$ cat config.mk
export PLATFORM = sky130hd
export DESIGN_NAME = pism_top
export DESIGN_NICKNAME = d
export VERILOG_FILES = /design/src/design/pism_pkg.sv /design/src/design/pism_bank_if.sv /design/src/design/pism_top.sv /design/src/design/pism_status_bank.sv
export SDC_FILE = /design/constraint.sdc
export NUM_CORES = 1
export LEC_CHECK = 0
export BUFFER_PORTS_ARGS = -buffer_cell sky130_fd_sc_hd__buf_4
export CAP_MARGIN = 15
export CORE_AREA = 2 2 153 215
export DETAILED_ROUTE_END_ITERATION = 8
export DIE_AREA = 0 0 155 217
export GPL_TIMING_DRIVEN = 0
export RECOVER_POWER = 25
export SYNTH_ARGS = -nofsm -noshare
export SYNTH_HDL_FRONTEND = slang
export SYNTH_SLANG_ARGS = --single-unit
export TNS_END_PERCENT = 5
$ cat constraint.sdc
create_clock -name clk_sys -period 7.6 [get_ports clk_sys]
set_input_delay 0.38 -clock clk_sys [delete_from_list [all_inputs] [get_ports clk_sys]]
set_output_delay 0.38 -clock clk_sys [all_outputs]
set_load 0.02 [all_outputs]
$ cat src/design/pism_pkg.sv
// Package with register map, field positions, reset values and timing for the interrupt source map.
package pism_pkg;

  // Clock rate and the base unit of the long button hold time.
  localparam int unsigned CLK_HZ        = 40_000_000;
  localparam int unsigned HOLD_UNIT_MS  = 1000;
  localparam int unsigned HOLD_UNIT_CYC = HOLD_UNIT_MS * (CLK_HZ / 1000);

  // Register byte offsets; status, mask and line state are four words each, one per group.
  localparam logic [7:0] OFS_STATUS = 8'h00;
  localparam logic [7:0] OFS_MASK   = 8'h10;
  localparam logic [7:0] OFS_LINE   = 8'h20;
  localparam logic [7:0] OFS_RISE   = 8'h30;
  localparam logic [7:0] OFS_FALL   = 8'h34;
  localparam logic [7:0] OFS_CTRL   = 8'h38;
  localparam logic [7:0] OFS_THR_A  = 8'h3C;
  localparam logic [7:0] OFS_THR_B  = 8'h40;
  localparam logic [7:0] OFS_ONREQ  = 8'h44;

  // Bit positions inside the four status groups.
  localparam int G1_SUPPLY       = 6;
  localparam int G1_OVERHEAT     = 5;
  localparam int G1_PWR_DOWN     = 4;
  localparam int G1_LONG_HOLD    = 2;
  localparam int G1_BUTTON       = 1;
  localparam int G2_SHORT        = 6;
  localparam int G2_FIRST_SUPPLY = 5;
  localparam int G2_RESET_IN     = 4;
  localparam int G2_WATCHDOG     = 2;
  localparam int G2_FUSE         = 1;
  localparam int G3_BUS_SUPPLY   = 7;
  localparam int G3_ADC_MANUAL   = 2;
  localparam int G3_ADC_B        = 1;
  localparam int G3_ADC_A        = 0;

  // Control register fields.
  localparam int CTRL_POL_HIGH  = 0;
  localparam int CTRL_CLR_WRITE = 1;
  localparam int CTRL_PENDING   = 2;
  localparam int CTRL_FIRST_SEL = 3;
  localparam int CTRL_HOLD_LO   = 4;
  localparam int THR_ABOVE_BIT  = 12;

  // Pin positions in the synchronised pin vector.
  localparam int PIN_PWR_DOWN = 0;
  localparam int PIN_BUTTON   = 1;
  localparam int PIN_RESET    = 2;
  localparam int PIN_BUS      = 3;
  localparam int PIN_GPIO     = 4;
  localparam int NUM_PINS     = 11;
  localparam int ADC_W        = 12;

  // Reset values.
  localparam logic [7:0]  MASK_RST = 8'h00;
  localparam logic [6:0]  RISE_RST = 7'h7F;
  localparam logic [6:0]  FALL_RST = 7'h00;
  localparam logic [7:0]  CTRL_RST = 8'h00;
  localparam logic [12:0] THR_RST  = 13'h0000;
  localparam logic [5:0]  ADDR_RST = 6'h3F;

  // Sources that may wake the device when unmasked, group four in the top byte.
  localparam logic [31:0] ONREQ_EN = 32'h7F876000;

  // Power state of the device as seen by the interrupt logic.
  typedef enum logic [2:0] {
    PISM_OFF    = 3'b001,
    PISM_SLEEP  = 3'b010,
    PISM_ACTIVE = 3'b100
  } pism_pwr_state_t;

endpackage : pism_pkg

$ cat src/design/pism_bank_if.sv
// Interface between the source logic and one eight-bit status group.
`timescale 1ns/1ps
interface pism_bank_if;
  logic [7:0] event_v;
  logic [7:0] clear_v;
  logic       pend_en;
  logic [7:0] status;
  logic [7:0] pending;

  modport ctrl (output event_v, output clear_v, output pend_en, input status, input pending);
  modport bank (input event_v, input clear_v, input pend_en, output status, output pending);
endinterface : pism_bank_if

$ cat src/design/pism_top.sv
// Interrupt source map: event detection, four status groups, APB registers and the combined line.
`timescale 1ns/1ps
module pism_top
  import pism_pkg::*;
#(
  parameter int unsigned HOLD_UNIT_CYCLES = HOLD_UNIT_CYC
) (
  input  wire logic              clk_sys,
  input  wire logic              reset_n,
  input  wire logic              psel,
  input  wire logic              penable,
  input  wire logic              pwrite,
  input  wire logic [7:0]        paddr,
  input  wire logic [31:0]       pwdata,
  output logic      [31:0]       prdata,
  output logic                   pready,
  output logic                   pslverr,
  input  pism_pwr_state_t        power_state,
  input  wire logic              power_down_pin,
  input  wire logic              power_on_button,
  input  wire logic              reset_in_pin,
  input  wire logic              bus_supply_presence_pin,
  input  wire logic [6:0]        gpio_pin,
  input  wire logic              supply_voltage_monitor_irq,
  input  wire logic              die_overheat_irq,
  input  wire logic              output_short_detect,
  input  wire logic              first_supply_detect_irq,
  input  wire logic              watchdog_expiry_irq,
  input  wire logic              fuse_error_detect,
  input  wire logic              adc_manual_done_irq,
  input  wire logic              adc_periodic_valid,
  input  wire logic [ADC_W-1:0]  adc_periodic_result,
  output logic                   irq_line,
  output logic                   power_on_request
);

  logic [NUM_PINS-1:0] sync1_r;
  logic [NUM_PINS-1:0] pin_s_r;
  logic [NUM_PINS-1:0] pin_d_r;
  logic [NUM_PINS-1:0] pin_rise;
  logic [NUM_PINS-1:0] pin_fall;
  logic [5:0]          lvl_d_r;
  logic [5:0]          lvl_now;
  logic [5:0]          lvl_rise;
  logic [5:0]          lvl_chg;
  logic [7:0]          mask_r [4];
  logic [6:0]          rise_r;
  logic [6:0]          fall_r;
  logic [7:0]          ctrl_r;
  logic [12:0]         thr_a_r;
  logic [12:0]         thr_b_r;
  logic [5:0]          last_addr_r;
  logic [31:0]         prdata_r;
  logic [31:0]         rdata_nxt;
  logic                addr_ok;
  logic                irq_line_r;
  logic                onreq_r;
  logic                any_w;
  logic                onreq_nxt;
  logic [31:0]         hold_cnt_r;
  logic                hold_done_r;
  logic [31:0]         hold_limit;
  logic                hold_pulse;
  logic                cmp_a;
  logic                cmp_b;
  logic                is_on;
  logic [7:0]          raw_g  [4];
  logic [7:0]          clr_g  [4];
  logic [7:0]          stat_w [4];
  logic [7:0]          pend_w [4];
  logic [7:0]          line_g [4];
  logic                access;
  logic                sel_status;
  logic [1:0]          grp;
  logic                addr_new;

  // Two-stage synchroniser for all pin sources, then one more stage for edge detection.
  always_ff @(posedge clk_sys) begin
    if (!reset_n) begin
      sync1_r <= '0;
      pin_s_r <= '0;
      pin_d_r <= '0;
    end else begin
      sync1_r <= {gpio_pin, bus_supply_presence_pin, reset_in_pin, power_on_button, power_down_pin};
      pin_s_r <= sync1_r;
      pin_d_r <= pin_s_r;
    end
  end

  assign pin_rise = pin_s_r & ~pin_d_r;
  assign pin_fall = ~pin_s_r & pin_d_r;

  // Internal detector levels are already on this clock; keep last value for edges.
  assign lvl_now = {fuse_error_detect, watchdog_expiry_irq, first_supply_detect_irq,
                    output_short_detect, die_overheat_irq, supply_voltage_monitor_irq};

  always_ff @(posedge clk_sys) begin
    if (!reset_n) begin
      lvl_d_r <= '0;
    end else begin
      lvl_d_r <= lvl_now;
    end
  end

  assign lvl_rise = lvl_now & ~lvl_d_r;
  assign lvl_chg  = lvl_now ^ lvl_d_r;
  assign is_on    = (power_state != PISM_OFF);

  // Long hold timer: counts while the synchronised button is low and fires once per press.
  assign hold_limit = 32'(({30'h0, ctrl_r[CTRL_HOLD_LO +: 2]} + 32'h1) * HOLD_UNIT_CYCLES);
  assign hold_pulse = !pin_s_r[PIN_BUTTON] && !hold_done_r && (hold_cnt_r == hold_limit - 32'h1);

  always_ff @(posedge clk_sys) begin
    if (!reset_n) begin
      hold_cnt_r  <= 32'h0;
      hold_done_r <= 1'b0;
    end else if (pin_s_r[PIN_BUTTON]) begin
      hold_cnt_r  <= 32'h0;
      hold_done_r <= 1'b0;
    end else if (!hold_done_r) begin
      hold_cnt_r  <= hold_cnt_r + 32'h1;
      hold_done_r <= hold_pulse;
    end
  end

  // Periodic conversion compare; the top threshold bit selects above or below.
  assign cmp_a = thr_a_r[THR_ABOVE_BIT] ? (adc_periodic_result > thr_a_r[ADC_W-1:0])
                                        : (adc_periodic_result < thr_a_r[ADC_W-1:0]);
  assign cmp_b = thr_b_r[THR_ABOVE_BIT] ? (adc_periodic_result > thr_b_r[ADC_W-1:0])
                                        : (adc_periodic_result < thr_b_r[ADC_W-1:0]);

  // Raw events placed at their group bits, before masking.
  always_comb begin
    for (int g = 0; g < 4; g++) begin
      raw_g[g] = 8'h00;
    end
    raw_g[0][G1_SUPPLY]       = lvl_chg[0];
    raw_g[0][G1_OVERHEAT]     = lvl_chg[1] && is_on;
    raw_g[0][G1_PWR_DOWN]     = pin_rise[PIN_PWR_DOWN] || pin_fall[PIN_PWR_DOWN];
    raw_g[0][G1_LONG_HOLD]    = hold_pulse;
    raw_g[0][G1_BUTTON]       = pin_fall[PIN_BUTTON] && is_on;
    raw_g[1][G2_SHORT]        = lvl_rise[2];
    raw_g[1][G2_FIRST_SUPPLY] = lvl_rise[3] && ctrl_r[CTRL_FIRST_SEL];
    raw_g[1][G2_RESET_IN]     = pin_rise[PIN_RESET];
    raw_g[1][G2_WATCHDOG]     = lvl_rise[4];
    raw_g[1][G2_FUSE]         = lvl_rise[5];
    raw_g[2][G3_BUS_SUPPLY]   = pin_rise[PIN_BUS] || pin_fall[PIN_BUS];
    raw_g[2][G3_ADC_MANUAL]   = adc_manual_done_irq;
    raw_g[2][G3_ADC_B]        = adc_periodic_valid && cmp_b;
    raw_g[2][G3_ADC_A]        = adc_periodic_valid && cmp_a;
    raw_g[3][6:0]             = (pin_rise[PIN_GPIO +: 7] & rise_r) | (pin_fall[PIN_GPIO +: 7] & fall_r);
  end

  // Real-time line state of every source except the three converter events.
  always_comb begin
    for (int g = 0; g < 4; g++) begin
      line_g[g] = 8'h00;
    end
    line_g[0][G1_SUPPLY]       = lvl_now[0];
    line_g[0][G1_OVERHEAT]     = lvl_now[1];
    line_g[0][G1_PWR_DOWN]     = pin_s_r[PIN_PWR_DOWN];
    line_g[0][G1_LONG_HOLD]    = hold_done_r;
    line_g[0][G1_BUTTON]       = pin_s_r[PIN_BUTTON];
    line_g[1][G2_SHORT]        = lvl_now[2];
    line_g[1][G2_FIRST_SUPPLY] = lvl_now[3];
    line_g[1][G2_RESET_IN]     = pin_s_r[PIN_RESET];
    line_g[1][G2_WATCHDOG]     = lvl_now[4];
    line_g[1][G2_FUSE]         = lvl_now[5];
    line_g[2][G3_BUS_SUPPLY]   = pin_s_r[PIN_BUS];
    line_g[3][6:0]             = pin_s_r[PIN_GPIO +: 7];
  end

  // APB decode; the slave answers in the first access cycle.
  assign access     = psel && penable;
  assign sel_status = (paddr[7:4] == OFS_STATUS[7:4]);
  assign grp        = paddr[3:2];
  assign addr_new   = (paddr[7:2] != last_addr_r);
  assign pready     = 1'b1;
  assign pslverr    = access && !addr_ok;
  assign prdata     = prdata_r;

  // Clear vectors per group; a second clear access in a row to the same register clears nothing.
  always_comb begin
    for (int g = 0; g < 4; g++) begin
      clr_g[g] = 8'h00;
      if (access && sel_status && (grp == 2'(g)) && addr_new) begin
        if (pwrite && ctrl_r[CTRL_CLR_WRITE]) begin
          clr_g[g] = pwdata[7:0];
        end else if (!pwrite && !ctrl_r[CTRL_CLR_WRITE]) begin
          clr_g[g] = prdata_r[7:0];
        end
      end
    end
  end

  // Four status groups; masked sources are blocked before they reach the group.
  for (genvar g = 0; g < 4; g++) begin : g_bank
    pism_bank_if bif ();
    assign bif.event_v = raw_g[g] & ~mask_r[g];
    assign bif.clear_v = clr_g[g];
    assign bif.pend_en = ctrl_r[CTRL_PENDING];
    assign stat_w[g]   = bif.status;
    assign pend_w[g]   = bif.pending;
    pism_status_bank u_bank (
      .clk_sys (clk_sys),
      .reset_n (reset_n),
      .bus     (bif)
    );
  end

  // Read mux, captured in the setup cycle so that read data come from a flip-flop.
  always_comb begin
    rdata_nxt = 32'h0;
    addr_ok   = 1'b1;
    case (paddr[7:4])
      OFS_STATUS[7:4]: rdata_nxt[7:0] = stat_w[grp];
      OFS_MASK[7:4]:   rdata_nxt[7:0] = mask_r[grp];
      OFS_LINE[7:4]:   rdata_nxt[7:0] = line_g[grp];
      OFS_RISE[7:4]: begin
        case (paddr[3:0])
          OFS_RISE[3:0]:  rdata_nxt[6:0]  = rise_r;
          OFS_FALL[3:0]:  rdata_nxt[6:0]  = fall_r;
          OFS_CTRL[3:0]:  rdata_nxt[7:0]  = ctrl_r;
          default:        rdata_nxt[12:0] = thr_a_r;
        endcase
      end
      OFS_THR_B[7:4]: begin
        if (paddr[3:0] == OFS_THR_B[3:0]) begin
          rdata_nxt[12:0] = thr_b_r;
        end else if (paddr[3:0] == OFS_ONREQ[3:0]) begin
          rdata_nxt[0] = onreq_r;
        end else begin
          addr_ok = 1'b0;
        end
      end
      default: addr_ok = 1'b0;
    endcase
    if (paddr[1:0] != 2'h0) begin
      addr_ok = 1'b0;
    end
  end

  always_ff @(posedge clk_sys) begin
    if (!reset_n) begin
      prdata_r <= 32'h0;
    end else if (psel && !penable && !pwrite) begin
      prdata_r <= addr_ok ? rdata_nxt : 32'h0;
    end
  end

  // Last accessed register, so that back-to-back clears of one register count once.
  always_ff @(posedge clk_sys) begin
    if (!reset_n) begin
      last_addr_r <= ADDR_RST;
    end else if (access) begin
      last_addr_r <= paddr[7:2];
    end
  end

  // Software-written configuration registers.
  always_ff @(posedge clk_sys) begin
    if (!reset_n) begin
      for (int g = 0; g < 4; g++) begin
        mask_r[g] <= MASK_RST;
      end
      rise_r  <= RISE_RST;
      fall_r  <= FALL_RST;
      ctrl_r  <= CTRL_RST;
      thr_a_r <= THR_RST;
      thr_b_r <= THR_RST;
    end else if (access && pwrite && addr_ok) begin
      if (paddr[7:4] == OFS_MASK[7:4]) begin
        mask_r[grp] <= pwdata[7:0];
      end
      if (paddr == OFS_RISE) begin
        rise_r <= pwdata[6:0];
      end
      if (paddr == OFS_FALL) begin
        fall_r <= pwdata[6:0];
      end
      if (paddr == OFS_CTRL) begin
        ctrl_r <= pwdata[7:0];
      end
      if (paddr == OFS_THR_A) begin
        thr_a_r <= pwdata[12:0];
      end
      if (paddr == OFS_THR_B) begin
        thr_b_r <= pwdata[12:0];
      end
    end
  end

  // Combined line and wake request from unmasked status; a button press outside the off state wakes regardless of mask.
  always_comb begin
    any_w     = 1'b0;
    onreq_nxt = stat_w[0][G1_BUTTON] || raw_g[0][G1_BUTTON];
    for (int g = 0; g < 4; g++) begin
      any_w     = any_w | (|(stat_w[g] & ~mask_r[g]));
      onreq_nxt = onreq_nxt | (|(stat_w[g] & ~mask_r[g] & ONREQ_EN[g*8 +: 8]));
    end
  end

  always_ff @(posedge clk_sys) begin
    if (!reset_n) begin
      irq_line_r <= 1'b1;
      onreq_r    <= 1'b0;
    end else begin
      irq_line_r <= ctrl_r[CTRL_POL_HIGH] ? any_w : !any_w;
      onreq_r    <= onreq_nxt;
    end
  end

  assign irq_line         = irq_line_r;
  assign power_on_request = onreq_r;
endmodule : pism_top

$ cat src/design/pism_status_bank.sv
// One eight-bit status group with a single level of pending events per bit.
`timescale 1ns/1ps
module pism_status_bank
  import pism_pkg::*;
(
  input  wire logic  clk_sys,
  input  wire logic  reset_n,
  pism_bank_if.bank  bus
);

  logic [7:0] status_r;
  logic [7:0] status_nxt;
  logic [7:0] pend_r;
  logic [7:0] pend_nxt;
  logic [7:0] clr_eff;

  // A clear on a bit that holds a pending event only consumes the pending copy; an event wins over a clear.
  always_comb begin
    clr_eff    = bus.clear_v & status_r;
    status_nxt = bus.event_v | (status_r & ~(clr_eff & ~pend_r));
    pend_nxt   = ({8{bus.pend_en}} & bus.event_v & ((clr_eff & pend_r) | (~clr_eff & status_r)))
               | (~clr_eff & pend_r);
  end

  // Status and pending flags.
  always_ff @(posedge clk_sys) begin
    if (!reset_n) begin
      status_r <= 8'h00;
      pend_r   <= 8'h00;
    end else begin
      status_r <= status_nxt;
      pend_r   <= pend_nxt;
    end
  end

  assign bus.status  = status_r;
  assign bus.pending = pend_r;
endmodule : pism_status_bank

======== After elaboration in Yosys (flattened, before gate mapping) ========
Memories as Yosys holds them, arrays and structs flattened.
Cells that the tools add are included.
storage, ports and cells
  bits in writable memories ............... 32
  logic and storage cells ................. 228
  memories ................................ 1
  output and inout bits ................... 36
  bits in registers ....................... 224
memories
  name    depth  width  rd ports  clocked after memory_dff  wr ports  RTL line        source
  mask_r  4      8      5         0                         4         pism_top.sv:46  logic [7:0] mask_r [4];
operators by class
  bitwise gates (word level) .............. 86
  reductions and logical operators ........ 55
  equal/unequal tests ..................... 17
  magnitude comparators ................... 5
  multiply operators ...................... 1
  add/sub/neg operators ................... 3
  mux-type cells .......................... 37
operators by type and width
  operator                 number
  $and A8 B8 Y8            37
  $not A8 Y8               16
  $or A8 B8 Y8             12
  $mux W8                  11
  $pmux W8 S5              1
  $reduce_or A8 Y1         5
  $add A32 B1 Y32 const B  1
  $bmux W8 S2              2
  $eq A32 B32 Y1           1
  $eq A8 B6 Y1 const B     4
  $sub A29 B1 Y30 const B  1
  $and A7 B8 Y8            3
  $gt A12 B12 Y1           2
  $logic_and A1 B1 Y1      24
  $lt A12 B12 Y1           2
  $and A11 B11 Y11         2
  $not A11 Y11             2
  $pmux W7 S3              1
  $mul A3 B17 Y20 const B  1
  $mux W1                  15
  $and A7 B7 Y7            2
  $mux W13                 1
  $mux W12                 1
  $pmux W5 S2              1
  31 further kinds         56

======== Longest topological paths before layout ========
  depth after elaboration ................. 11
  gate-level depth with buffers ........... 12
  gate-level depth less buffers ........... 10

======== Hierarchy ========
From an unflattened synthesis, not the netlist that was laid out.
second synthesis, totals
  cells, all modules ...................... 1472
  area, all modules ....................... 12634.6 sq um
modules (own cells, without submodules)
  module            area each (sq um)  sequential area each (sq um)  instances  cells each
  pism_top          9686.8             3783.6                        1          1108
  pism_status_bank  737.0              320.3                         4          91

======== Worst setup path before layout ========
No wires, ideal clock.
  path kind ............................... register -> register
  from .................................... register ctrl_r[4]
  to ...................................... register g_bank[0].u_bank.status_r[2]
  cell stages (with the launch flop) ...... 13
  arrival time ............................ 2874 ps
  path slack .............................. 4668 ps
  period minus slack after synthesis ...... 2932 ps
  library setup time ...................... 58 ps
  data required time ...................... 7542 ps
  cells stage by stage .................... dfxtp_1 buf_2 inv_1 ha_1 buf_2 xnor2_1 ha_1 o2111a_1 o21a_1 or4b_1 nand3_1 and3b_1 o21a_1
on the way
  cells in the longest elaborated chain, start to end .. 7
ends and longest elaborated chain
  element                   RTL line                source
  start: declaration        pism_top.sv:49          logic [7:0] ctrl_r;
  start signal: assignment  pism_top.sv:282         ctrl_r <= pwdata[7:0];
  $add A2 B1 Y3             pism_top.sv:110         assign hold_limit = 32'(({30'h0, ctrl_r[CTRL_HOLD_LO +: 2]} + 32'h1) * HOLD_UNIT_CYCLES);
  $mul A3 B17 Y20           pism_top.sv:110
  $sub A29 B1 Y30           pism_top.sv:111         assign hold_pulse = !pin_s_r[PIN_BUTTON] && !hold_done_r && (hold_cnt_r == hold_limit - 32'h1);
  $eq A32 B32 Y1            pism_top.sv:111
  $logic_and A1 B1 Y1       pism_top.sv:111
  $and A7 B8 Y8             pism_top.sv:199         assign bif.event_v = raw_g[g] & ~mask_r[g];
  $or A8 B8 Y8              pism_status_bank.sv:20  status_nxt = bus.event_v | (status_r & ~(clr_eff & ~pend_r));
  end signal: assignment    pism_status_bank.sv:31  status_r <= status_nxt;
  end: declaration          pism_status_bank.sv:11  logic [7:0] status_r;
No other way between the ends.
A chain may end at the register's enable or synchronous reset.

======== Final worst setup path ========
Same ends and word-level chain as after synthesis.

==> flow_summary_export.csv <==
group,metric,value,unit
synth,ys_seq_area_share,41.4,%
clock_tree,cts_hold_buf,0,
final_layout,drive_above_1_share,12.3,%
flow_run,max_cap_violations,0,
clock_tree,cts.sinks,237,
critical_path,critPathCaptureType,"flop",
clock_tree,cts-root-buf,"clkbuf_16",
critical_path,startpoint_type,"flop",
synth,async_flop_share,0,%
pwr,switching_share,25.6,%
critical_path,crit_slowest_cell,"dfxtp_1",
synth,synth_area_per_cell,8.93,µm²
floorplan,die_h,217,µm
synth,syn_inst,1369,
grt,top_usage_layer,"met2",
synth,synth_top_area_cell,"dfxtp_1",
sta,period_share,44.6,%
clock_tree,cts_tree,"done",
critical_path,crit_chain,"buf_2, inv_1, ha_1, buf_2, xnor2_1, ha_1, o2111a_1, o21a_1, or4b_1, nand3_1, and3b_1, o21a_1",
final_layout,nets,1596,
floorplan,coreArea,0.0319,mm²
sta,maxSlewViolCount,0,
clock_tree,post_cts_resized,0,
final_layout,area_growth,15.0,%
floorplan,dieArea,0.0336,mm²
pwr,power.clock.fraction,45.4,%
sta,hold_viol_final,0,
outcome,outcome,"complete, no violations",
sta,setup_tns,0,ns
final_layout,instances_no_fill,1902,
grt,first_global_vias,10500,
grt,gr-usage-met1,27.6,%
sta,hold_slack,0.0308,ns
clock_tree,cts_buffers,25,
grt,grt_max_degree,15,
placed_design,hpwl,33300,µm
pwr,p_seq_share,46.1,%
sta,slew_headroom,34.1,%
clock_tree,cts_setup_buffers,0,
final_layout,antennaDiodeCount,0,
grt,use_met2,44.6,%
critical_path,critPathTopFamily,"simple AND/OR/NAND/NOR gates",
sta,fin_crit,3.39,ns
synth,netlist_area,0.0122,mm²
clock_tree,clkLatencyLatePin,0.55,ns
pwr,total_power,0.00287,W
synth,synthTopCellsByCount,"dfxtp_1 (205), nand2_1 (200), inv_1 (73), o21ai_0 (55), nor2_1 (53)",
final_layout,utilization,44.1,%
sta,tightest_slew,0.975,ns
floorplan,die_x,155,µm
synth,yosysUniqueCellTypes,84,
grt,grt_usage,25.3,%
pwr,p_sw,0.000733,W
final_layout,nFillCells,3153,
pwr,pwr-share-comb,8.5,%
drt,ant_nets,0,
sta,rsz0062_at_grt,"no",
grt,grt-ovfl-total,0,
floorplan,floorplan.initialDensity,38.3,%
grt,met3_usage,3.07,%
pwr,ir_worst_vdd,0.000154,V
critical_path,worst_ep_arrival_time,3.89,ns
pwr,internal_power,0.00213,W
synth,synth_top_area_share,33.6,%
synth,synth_area_leaders,"dfxtp_1 (34%), edfxtp_1 (7.9%), nand2_1 (6.1%), ha_1 (3.5%), a21boi_0 (3.0%)",
sta,fmax,295,MHz
critical_path,crit_fanout,10,
pwr,powerDensity,204,mW/mm²
critical_path,worst-endpoint-required,8.10,ns
final_layout,final-seq-area,0.00506,mm²
placed_design,portBuffers,66,
drt,route.detailed.drc,0,
clock_tree,cts_buffer_depth,3,
critical_path,critPathKind,"flop to flop",
synth,yosysMostFrequentCell,"dfxtp_1",
pwr,leakagePower,5.13,nW
clock_tree,htreeDepth,1,
drt,viasPerCell,5.67,
placed_design,globalplace.congestion,0.985,
drt,wl,42900,µm
sta,setup_viol,0,
worst_hold_path,min_path_type,"primary input to flop",
drt,drt-initial-drc-count,866,
critical_path,cp_num_buf_inv,3,
placed_design,place_inst,1856,
final_layout,multi_input_area,0.00644,mm²
sta,clock_skew,0.0166,ns
clock_tree,clk_pin_slew,0.06,ns
synth,ys.flop_type,"dfxtp_1",
drt,dr_total_vias,10800,
drt,firstDrtPassIters,5,
drt,wl_per_cell,22.5,µm
grt,grt_antenna_before_repair,0,
floorplan,io_pins,115,
critical_path,cpPeakStageDelay,0.52,ns
synth,ys_warn_count,0,
synth,ys_ff_latch,237,
synth,synth_edf_count,32,
floorplan,rows,78,
grt,grt_first_pass_wirelength,64100,µm
-- area by class of cell --
cell class / instances / area share [%]
tap: 400 / 3.56
sequential: 237 / 36.0
timing repair buffer: 69 / 3.19
inverter: 73 / 1.95
clock inverter: 14 / 1.20
clock buffer: 32 / 4.87
buffer: 95 / 3.44
multi-input combinational: 982 / 45.8
-- layer usage --
metal  vias to the layer above  share of wire, %
li1                       5047                 -
met1                      5160                37
met2                       440                49
met3                       145               5.5
met4                         0               8.2
met5                         -                 0
-- logic make-up (layout without fill, tap and decap cells) --
kind of cell    Yosys count  in the layout  synth area share [%]
buf+inv                 168            283                  6.25
flops                   237            237                  41.4
xor+xnor                 49             49                  3.62
simple gates            518            518                  22.1
compound gates          328            328                  18.6
other cells               2             20                0.0614
mux                      33             33                  4.44
fa+ha+maj                34             34                  3.48
-- power by group through the flow --
stage               combinational (W)  sequential [W]  clock [W]
floorplan                    0.000144         0.00134          0
global placement             0.000241         0.00135          0
detailed placement           0.000244         0.00135          0
CTS                          0.000245         0.00132    0.00132
global route                 0.000258         0.00132    0.00136
finish                       0.000244         0.00132    0.00130
-- metrics by stage --
step / instance area (µm²) / setup WS [ns]
final: 14100 / 4.21
after global routing: 14100 / 3.93
after CTS: 14200 / 4.21
after detailed placement: 13300 / 4.18
after global placement: 13300 / 3.90
after floorplan: 12300 / 4.67
-- worst paths after layout --
path | slack [ns] | from | to | cells after the start
max | 4.21 | ctrl_r[4] | g_bank[0].u_bank.bus.status[2] | 12
min | 0.03 | gpio_pin[4] | sync1_r[8] | 2
max reg2reg | 4.21 | ctrl_r[4] | g_bank[0].u_bank.bus.status[2] | 12
min reg2reg | 0.43 | sync1_r[3] | pin_s_r[3] | 1
-- state kept, by name (all words and copies together), names as in the netlist --
signal,flops
hold_cnt_r,32
thr_a_r,13
pin_d_r,11
hold_done_r,1
sync1_r,11
fall_r,7
g_bank.u_bank.bus.status,32
irq_line,1
g_bank.u_bank.bus.pending,32
last_addr_r,6
lvl_d_r,6
thr_b_r,13
ctrl_r,8
pin_s_r,11
rise_r,7
mask_r,32
power_on_request,1
prdata,13
-- layout by cell type, fill, tap and decap left out, types with 14 or more instances in the layout --
cell type  count
a21boi_0      49
nor3_1        20
o22ai_1       18
xnor2_1       27
edfxtp_1      32
buf_2         18
nand2_1      200
nand3_1       43
and3_1        35
clkbuf_16     26
ha_1          34
inv_1         73
o21ai_0       54
and2_1        37
o31ai_1       17
a22oi_1       17
buf_4         74
a21oi_1       49
dfxtp_1      205
nor2b_1       21
nand2b_1      18
a21boi_1      14
xor2_1        21
a31oi_1       17
mux4_2        16
nor2_1        53
clkbuf_1      68
conb_1        20
Power figures use the tool's default switching activity.
